### config.mk
export PLATFORM = sky130hd
export DESIGN_NAME = wvip_top
export DESIGN_NICKNAME = d
export VERILOG_FILES = /design/src/shared/wvip_pkg.sv /design/src/design/wvip_win_cmp.sv /design/src/design/wvip_top.sv
export SDC_FILE = /design/constraint.sdc
export NUM_CORES = 1
export LEC_CHECK = 0
export BUFFER_PORTS_ARGS = -buffer_cell sky130_fd_sc_hd__buf_2
export CORE_MARGIN = 3
export CORE_UTILIZATION = 30
export CTS_CLUSTER_SIZE = 16
export DETAILED_ROUTE_END_ITERATION = 10
export PLACE_DENSITY = 0.58
export SETUP_SLACK_MARGIN = 0.3
export SLEW_MARGIN = 30
export SYNTH_ARGS = -nofsm -noshare
export SYNTH_HDL_FRONTEND = slang
export SYNTH_SLANG_ARGS = --single-unit
### constraint.sdc
create_clock -name core_clk_i -period 3.5 [get_ports core_clk_i]
set_input_delay 0.7 -clock core_clk_i [delete_from_list [all_inputs] [get_ports core_clk_i]]
set_output_delay 0.7 -clock core_clk_i [all_outputs]
set_load 0.02 [all_outputs]
### src/shared/wvip_pkg.sv
package wvip_pkg;

	// ----------------------------------------------------------------
	// register offsets (byte addresses)
	// ----------------------------------------------------------------
	localparam logic [7:0] WVIP_OFF_WIN_START = 8'h00;
	localparam logic [7:0] WVIP_OFF_WIN_END = 8'h04;
	localparam logic [7:0] WVIP_OFF_CTRL = 8'h08;
	localparam logic [7:0] WVIP_OFF_IRQ_EN = 8'h0c;
	localparam logic [7:0] WVIP_OFF_PEND = 8'h10;
	localparam logic [7:0] WVIP_OFF_STATUS = 8'h14;
	localparam logic [7:0] WVIP_OFF_SNAP = 8'h18;
	localparam logic [7:0] WVIP_OFF_GRANT = 8'h1c;

	// ----------------------------------------------------------------
	// field positions
	// ----------------------------------------------------------------
	localparam int WVIP_BIT_EXT1 = 1;
	localparam int WVIP_BIT_EXT2 = 2;
	localparam int WVIP_BIT_NMI = 8;
	localparam int WVIP_BIT_HOST = 9;
	localparam int WVIP_BIT_RASTER = 10;
	localparam int WVIP_BIT_WFAULT = 11;
	localparam int WVIP_BIT_BADOP = 30;
	localparam int WVIP_ST_OUTSIDE = 0;
	localparam int WVIP_ST_GIE = 1;
	localparam int WVIP_ST_OUTCODE = 2;
	localparam logic [31:0] WVIP_EN_MASK = 32'h00000e06;
	localparam logic [31:0] WVIP_PEND_MASK = 32'h40000f06;

	// ----------------------------------------------------------------
	// reset values
	// ----------------------------------------------------------------
	localparam logic [31:0] WVIP_RST_WIN = 32'h00000000;
	localparam logic [1:0] WVIP_RST_MODE = 2'h0;
	localparam logic [31:0] WVIP_RST_EN = 32'h00000000;

	// ----------------------------------------------------------------
	// vectors: base plus index times a 32-byte step
	// ----------------------------------------------------------------
	localparam logic [31:0] WVIP_VEC_BASE = 32'hfffffc00;
	localparam int WVIP_VEC_STEP = 32;
	localparam int WVIP_NUM_SRC = 8;
	localparam logic [4:0] WVIP_VIDX_RESET = 5'h1f;
	localparam logic [4:0] WVIP_VIDX_NMI = 5'h17;
	localparam logic [4:0] WVIP_VIDX_HOST = 5'h16;
	localparam logic [4:0] WVIP_VIDX_RASTER = 5'h15;
	localparam logic [4:0] WVIP_VIDX_WFAULT = 5'h14;
	localparam logic [4:0] WVIP_VIDX_EXT1 = 5'h1e;
	localparam logic [4:0] WVIP_VIDX_EXT2 = 5'h1d;
	localparam logic [4:0] WVIP_VIDX_BADOP = 5'h01;

	// ----------------------------------------------------------------
	// enumerations
	// ----------------------------------------------------------------
	typedef enum logic [1:0] {
		WVIP_MODE_OFF = 2'h0,
		WVIP_MODE_HIT = 2'h1,
		WVIP_MODE_MISS = 2'h2,
		WVIP_MODE_CLIP = 2'h3
	} wvip_mode_t;

	typedef enum logic [1:0] {
		WVIP_OP_LINE = 2'h0,
		WVIP_OP_BLOCK = 2'h1,
		WVIP_OP_FILL = 2'h2,
		WVIP_OP_POINT = 2'h3
	} wvip_op_t;

	typedef enum logic [1:0] {
		WVIP_ARB_IDLE = 2'b00,
		WVIP_ARB_OFFER = 2'b01,
		WVIP_ARB_GAP = 2'b11
	} wvip_arb_t;

	// ----------------------------------------------------------------
	// carriers
	// ----------------------------------------------------------------
	typedef struct packed {
		logic valid;
		wvip_op_t op;
		logic [15:0] x;
		logic [15:0] y;
	} wvip_pix_t;

	typedef struct packed {
		logic take;
		logic [2:0] source;
		logic [31:0] vector;
	} wvip_grant_t;

endpackage

### src/design/wvip_win_cmp.sv
`timescale 1ns/10ps
module wvip_win_cmp (
	// point
	input wire logic [15:0] x_i,
	input wire logic [15:0] y_i,
	// window limits
	input wire logic [15:0] x_start_i,
	input wire logic [15:0] y_start_i,
	input wire logic [15:0] x_end_i,
	input wire logic [15:0] y_end_i,
	// result
	output logic inside_o,
	output logic [3:0] outcode_o
);
	// all four edges compared at once; an empty window sets some bit
	// for every point, so it never reports inside
	always_comb begin
		outcode_o[3] = (x_i < x_start_i);
		outcode_o[2] = (x_i > x_end_i);
		outcode_o[1] = (y_i < y_start_i);
		outcode_o[0] = (y_i > y_end_i);
		inside_o = (outcode_o == 4'h0);
	end
endmodule

### src/design/wvip_top.sv
`timescale 1ns/10ps
// Summary of operation
// hit mode: write attempt inside window sets window fault pending.
// miss mode: write attempt outside window sets window fault pending.
// window fault taken only when its enable and global enable are 1.
// masked fault still updates outside flag and pending flag.
// on window fault, datapath registers freeze at intermediate values.
// clip mode checks every pixel against four edges, no added time.
// postclip suppresses memory write of a pixel outside the window.
// point compare yields 4-bit region code, zero when inside.
// miss mode line drawing terminates when it crosses the boundary.
// eight interrupt sources, reset included.
// 32 vectors from fffffc00, each a 32-bit routine address.
// priority reset, nmi, host, raster, window, ext1, ext2, bad opcode.
// simultaneous requests: highest enabled priority served first.
// reset and unmaskable nmi ignore every enable bit.
// reset is taken after the reset input returns high.
// ext requests come from pins; all others are internal.
// illegal opcode raises lowest-priority bad opcode trap.
// inside means start <= coordinate <= end on both axes.
// with checking on, outside attempt sets outside flag, inside clears.
// window fault enable is bit 11 of irq enable register.
// window fault pending is bit 11 of pending register.
// window fault pending stays set until software clears it.
module wvip_top (
	// clock and reset
	input wire logic core_clk_i,
	input wire logic rst_b_i,
	// register port
	input wire logic [7:0] reg_addr_i,
	input wire logic [31:0] reg_wdata_i,
	input wire logic reg_wr_i,
	input wire logic reg_rd_i,
	output logic [31:0] reg_rdata_o,
	// drawing datapath
	input wire wvip_pkg::wvip_pix_t pix_req_i,
	input wire logic [31:0] work_state_i,
	output logic pix_write_o,
	output logic line_abort_o,
	output logic freeze_o,
	output logic window_outside_o,
	// point compare
	input wire logic cmp_valid_i,
	input wire logic [15:0] cmp_x_i,
	input wire logic [15:0] cmp_y_i,
	output logic cmp_done_o,
	output logic [3:0] outcode_o,
	// request sources
	input wire logic global_irq_enable_i,
	input wire logic nmi_set_i,
	input wire logic host_request_irq_i,
	input wire logic raster_row_irq_i,
	input wire logic ext_request_one_b_i,
	input wire logic ext_request_two_b_i,
	input wire logic bad_opcode_trap_i,
	// core handshake
	input wire logic irq_ack_i,
	output wvip_pkg::wvip_grant_t grant_o
);
	import wvip_pkg::*;

	// ----------------------------------------------------------------
	// registers
	// ----------------------------------------------------------------
	logic [31:0] win_start, next_win_start;
	logic [31:0] win_end, next_win_end;
	wvip_mode_t mode, next_mode;
	logic [31:0] irq_enable_reg, next_irq_enable_reg;
	logic [31:0] snapshot, next_snapshot;
	logic [31:0] next_reg_rdata;
	logic sw_clear;
	logic [31:0] clear_bits;
	assign sw_clear = reg_wr_i && (reg_addr_i == WVIP_OFF_PEND);
	assign clear_bits = sw_clear ? reg_wdata_i : 32'h00000000;
	always_comb begin
		next_win_start = win_start;
		next_win_end = win_end;
		next_mode = mode;
		next_irq_enable_reg = irq_enable_reg;
		if (reg_wr_i) begin
			unique case (reg_addr_i)
				WVIP_OFF_WIN_START: next_win_start = reg_wdata_i;
				WVIP_OFF_WIN_END: next_win_end = reg_wdata_i;
				WVIP_OFF_CTRL: next_mode = wvip_mode_t'(reg_wdata_i[1:0]);
				WVIP_OFF_IRQ_EN: next_irq_enable_reg =
					reg_wdata_i & WVIP_EN_MASK;
				default: ;
			endcase
		end
	end
	always_ff @(posedge core_clk_i) begin
		if (!rst_b_i) begin
			win_start <= WVIP_RST_WIN;
			win_end <= WVIP_RST_WIN;
			mode <= wvip_mode_t'(WVIP_RST_MODE);
			irq_enable_reg <= WVIP_RST_EN;
		end else begin
			win_start <= next_win_start;
			win_end <= next_win_end;
			mode <= next_mode;
			irq_enable_reg <= next_irq_enable_reg;
		end
	end

	// ----------------------------------------------------------------
	// window comparators
	// ----------------------------------------------------------------
	logic pix_inside;
	logic [3:0] cmp_code;
	wvip_win_cmp u_pix_cmp (
		.x_i(pix_req_i.x), .y_i(pix_req_i.y),
		.x_start_i(win_start[15:0]), .y_start_i(win_start[31:16]),
		.x_end_i(win_end[15:0]), .y_end_i(win_end[31:16]),
		.inside_o(pix_inside),
		.outcode_o()
	);
	wvip_win_cmp u_point_cmp (
		.x_i(cmp_x_i), .y_i(cmp_y_i),
		.x_start_i(win_start[15:0]), .y_start_i(win_start[31:16]),
		.x_end_i(win_end[15:0]), .y_end_i(win_end[31:16]),
		.inside_o(),
		.outcode_o(cmp_code)
	);

	// ----------------------------------------------------------------
	// pixel checking
	// ----------------------------------------------------------------
	logic fault;
	logic next_pix_write, next_line_abort, next_outside;
	logic next_cmp_done;
	logic [3:0] next_outcode;
	always_comb begin
		fault = 1'b0;
		next_pix_write = 1'b0;
		next_line_abort = 1'b0;
		next_outside = window_outside_o;
		next_snapshot = snapshot;
		next_cmp_done = cmp_valid_i;
		next_outcode = cmp_valid_i ? cmp_code : outcode_o;
		if (pix_req_i.valid) begin
			unique case (mode)
				WVIP_MODE_OFF: next_pix_write = 1'b1;
				WVIP_MODE_HIT: fault = pix_inside;
				WVIP_MODE_MISS: begin
					fault = !pix_inside;
					next_pix_write = pix_inside;
				end
				WVIP_MODE_CLIP: next_pix_write = pix_inside;
			endcase
			if (mode != WVIP_MODE_OFF) begin
				next_outside = !pix_inside;
			end
			// lines stop at the fault whether or not it is enabled
			next_line_abort = fault && (pix_req_i.op == WVIP_OP_LINE);
			if (fault) begin
				next_snapshot = work_state_i;
			end
		end
	end
	always_ff @(posedge core_clk_i) begin
		if (!rst_b_i) begin
			pix_write_o <= 1'b0;
			line_abort_o <= 1'b0;
			freeze_o <= 1'b0;
			window_outside_o <= 1'b0;
			snapshot <= 32'h00000000;
			cmp_done_o <= 1'b0;
			outcode_o <= 4'h0;
		end else begin
			pix_write_o <= next_pix_write;
			line_abort_o <= next_line_abort;
			freeze_o <= fault;
			window_outside_o <= next_outside;
			snapshot <= next_snapshot;
			cmp_done_o <= next_cmp_done;
			outcode_o <= next_outcode;
		end
	end

	// ----------------------------------------------------------------
	// pending flags
	// ----------------------------------------------------------------
	logic [31:0] pending_flags_reg, next_pending;
	logic reset_pend, next_reset_pend;
	logic ack_nmi, ack_badop;
	always_comb begin
		next_pending = pending_flags_reg & ~(clear_bits & WVIP_PEND_MASK);
		next_pending[WVIP_BIT_EXT1] = !ext_request_one_b_i;
		next_pending[WVIP_BIT_EXT2] = !ext_request_two_b_i;
		if (ack_nmi) begin
			next_pending[WVIP_BIT_NMI] = 1'b0;
		end
		if (ack_badop) begin
			next_pending[WVIP_BIT_BADOP] = 1'b0;
		end
		// sets are applied last so they win over a same-cycle clear
		if (nmi_set_i) begin
			next_pending[WVIP_BIT_NMI] = 1'b1;
		end
		if (host_request_irq_i) begin
			next_pending[WVIP_BIT_HOST] = 1'b1;
		end
		if (raster_row_irq_i) begin
			next_pending[WVIP_BIT_RASTER] = 1'b1;
		end
		if (fault) begin
			next_pending[WVIP_BIT_WFAULT] = 1'b1;
		end
		if (bad_opcode_trap_i) begin
			next_pending[WVIP_BIT_BADOP] = 1'b1;
		end
		next_reset_pend = reset_pend && !(irq_ack_i
			&& grant_o.source == 3'h0);
	end
	always_ff @(posedge core_clk_i) begin
		if (!rst_b_i) begin
			pending_flags_reg <= 32'h00000000;
			reset_pend <= 1'b1;
		end else begin
			pending_flags_reg <= next_pending;
			reset_pend <= next_reset_pend;
		end
	end

	// ----------------------------------------------------------------
	// priority arbiter
	// ----------------------------------------------------------------
	logic [WVIP_NUM_SRC-1:0] req;
	logic gie;
	localparam logic [4:0] VIDX [WVIP_NUM_SRC] = '{WVIP_VIDX_RESET,
		WVIP_VIDX_NMI, WVIP_VIDX_HOST, WVIP_VIDX_RASTER, WVIP_VIDX_WFAULT,
		WVIP_VIDX_EXT1, WVIP_VIDX_EXT2, WVIP_VIDX_BADOP};
	assign gie = global_irq_enable_i;
	assign ack_nmi = irq_ack_i && grant_o.take && grant_o.source == 3'h1;
	assign ack_badop = irq_ack_i && grant_o.take
		&& grant_o.source == 3'h7;
	// index order is priority order, 0 highest
	always_comb begin
		req[0] = reset_pend;
		req[1] = pending_flags_reg[WVIP_BIT_NMI];
		req[2] = pending_flags_reg[WVIP_BIT_HOST] && gie
			&& irq_enable_reg[WVIP_BIT_HOST];
		req[3] = pending_flags_reg[WVIP_BIT_RASTER] && gie
			&& irq_enable_reg[WVIP_BIT_RASTER];
		req[4] = pending_flags_reg[WVIP_BIT_WFAULT] && gie
			&& irq_enable_reg[WVIP_BIT_WFAULT];
		req[5] = pending_flags_reg[WVIP_BIT_EXT1] && gie
			&& irq_enable_reg[WVIP_BIT_EXT1];
		req[6] = pending_flags_reg[WVIP_BIT_EXT2] && gie
			&& irq_enable_reg[WVIP_BIT_EXT2];
		req[7] = pending_flags_reg[WVIP_BIT_BADOP];
	end
	logic win_any;
	logic [2:0] win_src;
	wvip_arb_t arb, next_arb;
	wvip_grant_t next_grant;
	always_comb begin
		win_any = 1'b0;
		win_src = 3'h0;
		for (int i = WVIP_NUM_SRC - 1; i >= 0; i--) begin
			if (req[i]) begin
				win_any = 1'b1;
				win_src = 3'(i);
			end
		end
	end
	always_comb begin
		next_arb = arb;
		next_grant = grant_o;
		unique case (arb)
			WVIP_ARB_IDLE: begin
				if (win_any) begin
					next_arb = WVIP_ARB_OFFER;
					next_grant.take = 1'b1;
					next_grant.source = win_src;
					next_grant.vector = WVIP_VEC_BASE
						+ 32'(VIDX[win_src]) * 32'(WVIP_VEC_STEP);
				end
			end
			WVIP_ARB_OFFER: begin
				if (irq_ack_i) begin
					next_arb = WVIP_ARB_GAP;
					next_grant.take = 1'b0;
				end
			end
			WVIP_ARB_GAP: next_arb = WVIP_ARB_IDLE;
			default: begin
				next_arb = WVIP_ARB_IDLE;
				next_grant.take = 1'b0;
			end
		endcase
	end
	always_ff @(posedge core_clk_i) begin
		if (!rst_b_i) begin
			arb <= WVIP_ARB_IDLE;
			grant_o <= '0;
		end else begin
			arb <= next_arb;
			grant_o <= next_grant;
		end
	end

	// ----------------------------------------------------------------
	// read port
	// ----------------------------------------------------------------
	always_comb begin
		next_reg_rdata = 32'h00000000;
		if (reg_rd_i) begin
			unique case (reg_addr_i)
				WVIP_OFF_WIN_START: next_reg_rdata = win_start;
				WVIP_OFF_WIN_END: next_reg_rdata = win_end;
				WVIP_OFF_CTRL: next_reg_rdata = {30'h0, mode};
				WVIP_OFF_IRQ_EN: next_reg_rdata = irq_enable_reg;
				WVIP_OFF_PEND: next_reg_rdata = pending_flags_reg;
				WVIP_OFF_STATUS: begin
					next_reg_rdata[WVIP_ST_OUTSIDE] = window_outside_o;
					next_reg_rdata[WVIP_ST_GIE] = gie;
					next_reg_rdata[WVIP_ST_OUTCODE +: 4] = outcode_o;
				end
				WVIP_OFF_SNAP: next_reg_rdata = snapshot;
				WVIP_OFF_GRANT: next_reg_rdata = grant_o.vector;
				default: next_reg_rdata = 32'h00000000;
			endcase
		end
	end
	always_ff @(posedge core_clk_i) begin
		if (!rst_b_i) begin
			reg_rdata_o <= 32'h00000000;
		end else begin
			reg_rdata_o <= next_reg_rdata;
		end
	end

endmodule

Yosys cells after proc, flatten, opt, wreduce, memory -nomap -nowiden
Memory sizes are Yosys's and may differ from the RTL's.
Cells that the tools add are included.

storage, ports and cells
  bits in registers = 215
  bits in read-only memories = 40
  input port bits = 152
  output and inout bits = 77
  word-level logic and storage cells = 127
  memories kept = 1

memory list
  name             words  width  read ports  clocked after Yosys merged registers in  wr ports  line             RTL
  (no name shown)  8      5      1           0                                        0         wvip_top.sv:277  + 32'(VIDX[win_src]) * 32'(WVIP_VEC_STEP);

operators by class
  add/sub/neg operators = 1
  order comparisons = 9
  eq/ne operators = 16
  mux-type cells = 38
  bitwise logic cells = 4
  reductions and logical operators = 40

operators by type and width
  cell                    number
  $pmux 26 s6             1
  $gt 16x16->1            4
  $lt 16x16->1            4
  $pmux 6 s8              1
  $mux 36                 1
  $and 32x32->32          1
  $eq 8x5->1 const B      4
  $not 31->32             1
  $mux 31                 1
  $mux 3                  8
  $reduce_and 2->1        10
  $mux 1                  18
  $logic_and 1x1->1       17
  $eq 8x4->1 const B      2
  $add 11x11->12 const A  1
  $mux 5                  2
  $eq 8x3->1 const B      1
  $logic_not 8->1         1
  $eq 2x2->1 const B      3
  $logic_not 2->1         3
  $eq 2x1->1 const B      2
  $ge 4x4->1 const B      1
  $logic_not 1->1         4
  $logic_not 4->1         1
  other kinds (13)        16

Depth between registers and ports, before layout
Gate-level depths: netlist of run 1.

  depth after elaboration = 16
  depth in mapped cells = 12
  mapped depth without buffers = 10

Modules after synthesis
A second synthesis of run 1 with hierarchy kept.

second synthesis, totals
  cell total of the unflattened synthesis = 1228
  area total of the unflattened synthesis = 10040.9 µm²

by module, submodules not included
  module        instances  cells an instance  area each (µm²)  seq. area each (µm²)
  wvip_top      1          780                6827.8           3263.1
  wvip_win_cmp  2          224                1606.5           0.0

Least setup slack after synthesis of run 1
OpenSTA, ideal clock, no wires.

  kind = input to register
  start = input port pix_req_i[30] in the netlist's numbering
  end = register snapshot[10]
  library setup time = 0.118 ns
  arrival time = 2.770 ns
  required time = 3.382 ns
  slack = 0.612 ns
  stages on the path = 11
  buffers on the path = 2
  path through = ha_1 a21oi_1 nand2_1 a221o_1 o31ai_1 nand3_1 a21oi_2 mux2_4 buf_12 buf_12 mux2i_1

on the way
  word-level cells in the longest chain between the ends = 6
  elaborated cells between the ends (all ways) = 7
  classes of those cells = order compare: 2; mux: 2; reduce/logical: 3

RTL lines
  item                                                 line                                    RTL
  from (decl)                                          wvip_top.sv:36                          input wire wvip_pkg::wvip_pix_t pix_req_i,
  $gt 16x16->1 / $lt 16x16->1 (equally long branches)  wvip_win_cmp.sv:19, wvip_win_cmp.sv:18
  $logic_not 4->1 *                                    wvip_win_cmp.sv:22                      inside_o = (outcode_o == 4'h0);
  $logic_not 1->1                                      wvip_top.sv:145                         fault = !pix_inside;
  $pmux 1 s2 *                                         wvip_top.sv:141                         unique case (mode)
  $mux 1 *                                             wvip_top.sv:140                         if (pix_req_i.valid) begin
  $reduce_and 2->1 (no source line) *                  -
  to (signal assigned)                                 wvip_top.sv:174                         snapshot <= next_snapshot;
  to (decl)                                            wvip_top.sv:69                          logic [31:0] snapshot, next_snapshot;

Mark *: on every way between the ends. The rest lies on a longest branch, timed or not. The select of a mux whose other input is x is not followed.
A chain may end at the register's enable or synchronous reset.

Final worst setup path of run 1
  start = register win_end[1]
  end = register snapshot[21]

on the way
  word-level cells in the longest chain between the ends = 6

RTL lines
  item                                 line                RTL
  from (decl)                          wvip_top.sv:66      logic [31:0] win_end, next_win_end;
  from (signal assigned)               wvip_top.sv:99      win_end <= next_win_end;
  $gt 16x16->1 *                       wvip_win_cmp.sv:19  outcode_o[2] = (x_i > x_end_i);
  $logic_not 4->1 *                    wvip_win_cmp.sv:22
  $logic_not 1->1                      wvip_top.sv:145
  $pmux 1 s2 *                         wvip_top.sv:141
  $mux 1 *                             wvip_top.sv:140
  $reduce_and 2->1 (no source line) *  -

Marked as above.

==> results of run 1 <==
[cells in the final DEF (no fill, tap or decap), types with 18 or more instances in the layout]
master    netlist  final
inv_1          72     71
ha_1          127    127
nand2_1       241    241
nand3_1        22     22
buf_2          25    223
mux2i_1        35     35
a21o_1         18     18
buf_4          27     18
nor2_1         67     67
dfxtp_1       163    163
o21ai_0        34     34
a22oi_1        20     20
a221oi_1       18     18
a21oi_1       144    144
[layout make-up]
type                    count  area (µm²)  share of cell area
multi-input cells         879        5680               0.488
flip-flops and latches    163        3260               0.281
repair buffers            244        1310               0.113
well taps                 402         503              0.0433
clock buffers              18         429              0.0369
inverters                  72         270              0.0233
clock inverters            14         166              0.0143
[stage by stage]
step	utilization	hold slack (ns)	cells	setup WS, ns
CTS	0.366	0.412	1792	0.577
global route	0.366	0.421	1792	0.407
global placement	0.348	0.442	1760	0.238
detailed placement	0.348	0.448	1760	0.200
finish	0.366	0.422	1792	0.607
floorplan	-	0.436	1201	0.612
[critical path, cell delays in order (launching register included)]
cell and delay, ns:
dfxtp_1 0.33, inv_1 0.10, ha_1 0.33, nor2b_1 0.14
o21ai_0 0.32, a21boi_2 0.09, o31ai_1 0.43, nand3_1 0.15
a21oi_2 0.21, mux2_4 0.36, buf_12 0.18, mux2i_1 0.12
[report_power, final]
group          total, mW  switching [mW]  internal, mW  leakage, nW
sequential          1.91          0.0334          1.88         1.32
clock               1.91           0.837          1.08        0.290
combinational      0.539           0.323         0.216         3.29
total               4.36            1.19          3.17         4.90
[final timing paths]
kind	endpoint	slack, ns	start
max	snapshot[21]	0.61	win_end[1]
min	pending_flags_reg[1]	0.42	ext_request_one_b_i
max reg2reg	snapshot[21]	0.61	win_end[1]
min reg2reg	win_start[30]	0.46	win_start[30]
[routing by layer]
layer  GRT usage  share of wire  wire, µm  vias to the layer above
li1            -              -         -                     4518
met1       0.251           0.44     14900                     4225
met2       0.324           0.48     16200                      273
met3      0.0315          0.059      1960                       34
met4      0.0417          0.015       502                        2
met5           0        0.00039        13                        -
[kinds of logic (layout without fill, tap and decap cells)]
kind of cell | count (synthesis) | in the layout | synth area share
AOI/OAI and AO/OA | 292 | 292 | 0.186
muxes | 42 | 42 | 0.0457
other | 1 | 5 | 0.000386
adders and majority gates | 127 | 127 | 0.164
buffers and inverters | 159 | 348 | 0.0818
DFF | 163 | 163 | 0.336
and+or+nand+nor | 413 | 413 | 0.187
==> results.toml, run 1 <==
[cts]
cts_root_buffer = "clkbuf_16"
ctsResizeCount = 0
cts.sink_count = 163
clk_latency_ns = 0.43
cts-buffers-inserted = 17
clk_pin_slew_worst_paths_ns = 0.07
cts_setup_buffers = 0
h-tree-depth = 4
cts_hold_buf = 0
clockBufferDepth = 2
cts_tree = "yes"

[route]
vias = 9052
wl_per_cell_um = 18.7
via_per_inst = 5.05
remaining_drc_errors = 0
drtIter0Drc = 572
antenna_left = 0
routed_wl_um = 33500
first_pass_iters = 5

[logic_synthesis]
synth_top_area_cell = "dfxtp_1"
yosys-top-cells-count = "241 x nand2_1, 163 x dfxtp_1, 144 x a21oi_1"
synth_edf_count = 0
yosys_warnings = 0
avgSynthCellArea_um2 = 8.12
synth-seq-cells = 163
synth.most_common_cell = "nand2_1"
syn_area_um2 = 9720
syn_inst = 1197
ys.flop_type = "dfxtp_1"
ys_async_sr_fraction = 0
yosysSeqAreaShare = 0.336
synth_cell_types = 59
yosysTopAreaCellShare = 0.336
yosys-top-cells-area = "dfxtp_1 34%, ha_1 16%, nand2_1 9.3%"

[layout]
areaGrowthSynthToFinish_pct = 19.6
fin_area_um2 = 11600
antenna_cells = 0
drive_above_1_share = 0.212
fillers = 3352
nets = 1656

[sta]
worstMarginPinSlew_ns = 0.957
final-setup-viol-count = 0
clock_skew_ns = 0.0132
max_freq_mhz = 346
fin_crit_sh = 0.827
rsz0062_at_grt = "false"
relSlewSlack = 0.362
hold_viol = 0
slew_viol_final = 0
period_minus_slack_ns = 2.89
tns_ns = 0

[hold_path]
holdPathStages = 2
holdCritPathClass = "input port to flop"

[die]
core_um2 = 31700
fp.dieH_um = 186
ios = 229
die_w_um = 186
die_area_um2 = 34600
rows = 65
start_util = 0.306

[setup_path]
rr_worst_depth = 11
start_kind = "flop"
cp-end-kind = "flop"
worstPathArrival_ns = 3.21
path_class = "flop to flop"
crit_required_ns = 3.81
path_max_fanout = 19

[placed_design]
dpl-instance-area_um2 = 11000
gp_congestion = 0.905
port_buffers = 223
place_hpwl_um = 26800

[global_route]
grt_pass1_wl_um = 49800
grt_antenna_before_repair = 2
overflow = 0
grt_max_degree = 85
grtUsageTotal = 0.189
grt_pass1_vias = 8747

[power_and_ir_drop]
p_leak_nw = 4.90
power_mw = 4.36
ir_drop_uv = 248
p_per_area_nw_per_um2 = 376

[run]
maxCapViolCount = 0

[status]
status = "completed"
Power figures use the tool's default switching activity.
==> inputs of run 2 (changes only) <==
==> constraint.sdc (replaced) <==
create_clock -name core_clk_i -period 2.9 [get_ports core_clk_i]
set_input_delay 0.58 -clock core_clk_i [delete_from_list [all_inputs] [get_ports core_clk_i]]
set_output_delay 0.58 -clock core_clk_i [all_outputs]
set_load 0.02 [all_outputs]
==> results.toml, run 2 (same netlist as run 1, synthesis figures left out) <==
[status]
status = "completed"

[layout]
areaGrowthSynthToFinish_pct = 28.6
final_common_cell = "nand2_1"
finalNonFillerCells = 1829
post-route-util = 0.394
fin_area_um2 = 12500
drive_above_1_share = 0.287
nets = 1691
mostFrequentLayoutCells = "241 x nand2_1, 223 x buf_2, 142 x a21oi_1, 135 x dfxtp_1, 103 x ha_1"

[setup_path]
path_class = "flop to flop"
path_max_fanout = 11
crit_chain = "inv_4, ha_4, nand4_1, buf_4, nor2_1, a221o_1, o31ai_4, nand3_4, a21oi_4, mux2_4, buf_12, mux2i_1"
worstPathArrival_ns = 3.02
crit_slowest_cell = "mux2_4"
crit_path_max_incr_delay_ns = 0.40
crit_required_ns = 3.22
cp-end-kind = "flop"
start_kind = "flop"

[die]
core_um2 = 31700
die_w_um = 186
fp.dieH_um = 186
ios = 229
rows = 65
start_util = 0.306
die_area_um2 = 34600

[sta]
hold_viol = 0
tns_ns = 0
slew_viol_final = 0
final-setup-viol-count = 0
rsz0062_at_grt = "true"
period_minus_slack_ns = 2.70
fin_crit_sh = 0.931
clock_skew_ns = 0.00898
relSlewSlack = 0.507
max_freq_mhz = 370
worstMarginPinSlew_ns = 0.738

[route]
wl_met2_um = 14600
vias = 9279
first_pass_iters = 5
highest_layer = "met4"
via_per_inst = 5.07
m1WireLength_um = 16200
remaining_drc_errors = 0
routed_wl_um = 33600
wl_per_cell_um = 18.4
antenna_left = 0
met3_length_um = 1960
drtIter0Drc = 597

[power_and_ir_drop]
ir_drop_uv = 310
p_per_area_nw_per_um2 = 447
p_leak_nw = 5.21

[cts]
cts.sink_count = 163
clockBufferDepth = 2
cts_root_buffer = "clkbuf_16"
cts-buffers-inserted = 17
clk_latency_ns = 0.44
cts_hold_buf = 0
clk_pin_slew_worst_paths_ns = 0.06
h-tree-depth = 4
cts_tree = "yes"

[placed_design]
gp_congestion = 0.873
dp.cells = 1776
port_buffers = 223
dpl-instance-area_um2 = 11500
place_hpwl_um = 26800

[run]
maxCapViolCount = 0

[global_route]
overflow = 0
grt_pass1_wl_um = 50800
grt_pass1_vias = 9031
grt_max_degree = 85
grt_antenna_before_repair = 2
grtUsageTotal = 0.191

[hold_path]
holdCritPathClass = "input port to flop"
==> run 2: layout make-up <==
| class | instances | area [µm²] |
|---|---|---|
| well taps | 402 | 503 |
| diodes | 2 | 5.00 |
| multi-input cells | 879 | 6070 |
| repair buffers | 279 | 1670 |
| flip-flops and latches | 163 | 3300 |
| clock inverters | 13 | 231 |
| fillers | 3276 | 19200 |
| clock buffers | 19 | 443 |
| inverters | 72 | 278 |
==> run 2: through the flow <==
| stage | total power, mW | hold slack [ns] | setup slack, ns |
|---|---|---|---|
| floorplan | 2.76 | 0.436 | 0.301 |
| global placement | 3.03 | 0.443 | -0.406 |
| detailed placement | 3.04 | 0.449 | -0.438 |
| CTS | 5.62 | 0.282 | 0.139 |
| global route | 5.81 | 0.292 | 0.0853 |
| finish | 5.59 | 0.297 | 0.201 |
==> run 2: timing repair <==
item	CTS	global route
setup buffers	6	11
pin swaps	5	6
setup endpoints to repair	37	37
resized for setup	28	38
gates cloned	1	1
==> run 2: report_power, final <==
part	switching [mW]	total (mW)	internal, mW	leakage, nW
Combinational	0.407	0.697	0.290	3.56
Clock	0.951	2.59	1.64	0.323
Sequential	0.0393	2.30	2.26	1.33
Total	1.40	5.59	4.19	5.21
==> run 2: layer usage <==
| metal | GRT usage | up-vias |
|---|---|---|
| li1 | - | 4583 |
| met1 | 0.276 | 4312 |
| met2 | 0.289 | 336 |
| met5 | 0 | - |
| met3 | 0.0299 | 48 |
| met4 | 0.0646 | 0 |
==> run 2: worst max-delay path: cells and delay by family (launching register included) <==
kind	cells	cell delay [ns]
flops	1	0.36
simple gates	3	0.27
buf+inv	3	0.36
compound gates	3	0.82
mux	2	0.52
fa+ha+maj	1	0.23
==> run 2: path summary, 6_finish.rpt <==
path	slack, ns	startpoint	end	cells after the start
worst min-delay path	0.30	ext_request_one_b_i	pending_flags_reg[1]	2
worst max register to register	0.20	win_end[10]	snapshot[22]	12
worst min register to register	0.46	win_start[9]	win_start[9]	2
worst max-delay path	0.20	win_end[10]	snapshot[22]	12
==> inputs of run 3 (changes only) <==
--- a/config.mk
+++ b/config.mk
@@ -5,14 +5,16 @@
 export SDC_FILE = /design/constraint.sdc
 export NUM_CORES = 1
 export LEC_CHECK = 0
+export ABC_AREA = 1
 export BUFFER_PORTS_ARGS = -buffer_cell sky130_fd_sc_hd__buf_2
-export CORE_MARGIN = 3
+export CORE_MARGIN = 1
 export CORE_UTILIZATION = 30
 export CTS_CLUSTER_SIZE = 16
 export DETAILED_ROUTE_END_ITERATION = 10
-export PLACE_DENSITY = 0.58
+export PLACE_DENSITY = 0.57
 export SETUP_SLACK_MARGIN = 0.3
 export SLEW_MARGIN = 30
 export SYNTH_ARGS = -nofsm -noshare
 export SYNTH_HDL_FRONTEND = slang
+export SYNTH_HIERARCHICAL = 1
 export SYNTH_SLANG_ARGS = --single-unit
==> results.toml, run 3 <==
[status]
status = "completed"

[die]
core_um2 = 32900
start_util = 0.308
die_w_um = 186
rows = 66
fp.dieH_um = 186
ios = 229
die_area_um2 = 34500

[route]
antenna_left = 0
first_pass_iters = 5
via_per_inst = 4.63
wl_per_cell_um = 15.9
drtIter0Drc = 689
routed_wl_um = 33100
vias = 9604
remaining_drc_errors = 0

[cts]
cts_tree = "yes"
cts-buffers-inserted = 17
clockBufferDepth = 2
cts_hold_buf = 0
h-tree-depth = 4
clk_latency_ns = 0.44
cts.sink_count = 163
clk_pin_slew_worst_paths_ns = 0.07
cts_root_buffer = "clkbuf_16"

[layout]
mostFrequentLayoutCells = "227 x nand2_1, 224 x inv_1, 223 x buf_2, 187 x nor2_1, 150 x dfxtp_1"
fin_area_um2 = 12100
drive_above_1_share = 0.222
final_common_cell = "nand2_1"
nets = 1896
areaGrowthSynthToFinish_pct = 19.8

[sta]
max_freq_mhz = 406
clock_skew_ns = 0.0175
relSlewSlack = 0.460
period_minus_slack_ns = 2.46
fin_crit_sh = 0.849
final-setup-viol-count = 0
tns_ns = 0
worstMarginPinSlew_ns = 0.811
slew_viol_final = 0
hold_viol = 0
rsz0062_at_grt = "true"

[power_and_ir_drop]
p_per_area_nw_per_um2 = 431
ir_drop_uv = 384
p_leak_nw = 5.45
power_mw = 5.22

[placed_design]
gp_congestion = 0.882
port_buffers = 223
dpl-instance-area_um2 = 11500
place_hpwl_um = 26000

[logic_synthesis]
avgSynthCellArea_um2 = 7.10
yosys_warnings = 6
syn_area_um2 = 10100
syn_inst = 1426

[setup_path]
path_class = "flop to flop"
crit_required_ns = 3.22
path_max_fanout = 24
start_kind = "flop"
worstPathArrival_ns = 2.78
cp-end-kind = "flop"

[hold_path]
holdCritPathClass = "input port to flop"

[global_route]
grt_pass1_wl_um = 49900
overflow = 0
grt_pass1_vias = 9099
grtUsageTotal = 0.192
grt_max_degree = 86
grt_antenna_before_repair = 2

[run]
maxCapViolCount = 0
==> run 3: worst paths after layout <==
kind                                          start                   end  slack (ns)  depth (start not counted)
worst max register to register          win_end[27]          snapshot[19]        0.44                         17
worst min register to register         snapshot[24]          snapshot[24]        0.46                          2
worst min-delay path            ext_request_two_b_i  pending_flags_reg[2]        0.29                          2
worst max-delay path                    win_end[27]          snapshot[19]        0.44                         17
==> run 3: report_power, final <==
group | switching (mW) | internal (mW) | total, mW | leakage [nW]
combinational | 0.449 | 0.272 | 0.721 | 3.85
sequential | 0.0277 | 2.27 | 2.30 | 1.33
clock | 1.07 | 1.14 | 2.20 | 0.275
==> run 3: repair_timing <==
| action | in CTS | in global routing |
|---|---|---|
| cloned | 0 | 1 |
| setup buffers | 0 | 0 |
| pin swaps | 0 | 3 |
| resized for setup | 4 | 20 |
| setup endpoints to repair | 27 | 35 |
==> run 3: per-layer routing <==
| metal | global-route usage | part of all wire | vias up |
|---|---|---|---|
| li1 | - | - | 4928 |
| met1 | 0.261 | 0.47 | 4317 |
| met2 | 0.314 | 0.46 | 332 |
| met3 | 0.0366 | 0.066 | 25 |
| met4 | 0.0420 | 0.0089 | 2 |
| met5 | 0 | 0.00045 | - |
==> run 3: through the flow <==
step | hold slack (ns) | setup slack, ns | utilization | instances
final | 0.292 | 0.437 | 0.369 | 2074
after global placement | 0.448 | 0.0997 | 0.349 | 2039
after floorplan | 0.430 | 0.488 | - | 1430
after global routing | 0.281 | 0.273 | 0.369 | 2072
after CTS | 0.278 | 0.330 | 0.367 | 2071
after detailed placement | 0.452 | 0.0325 | 0.349 | 2039
==> run 3: cell type report <==
class | instances | area (µm²)
clock inverters | 15 | 139
diodes | 2 | 5.00
inverters | 240 | 901
clock buffers | 17 | 425
flip-flops and latches | 163 | 3280
multi-input cells | 955 | 5530
well taps | 442 | 553
repair buffers | 240 | 1300
fillers | 3553 | 20700
==> run 3: critical path, stage by stage (launching register included) <==
cell,delay (ns)
dfxtp_2,0.36
inv_1,0.05
ha_1,0.31
a21oi_1,0.13
o21ai_1,0.09
a21oi_2,0.21
nand2_1,0.08
nand2_1,0.11
nand2_2,0.12
nor2_4,0.14
inv_1,0.06
nand3_1,0.07
nand2_1,0.09
nand2_4,0.10
inv_1,0.09
buf_12,0.17
nor2_1,0.11
nor2_1,0.06
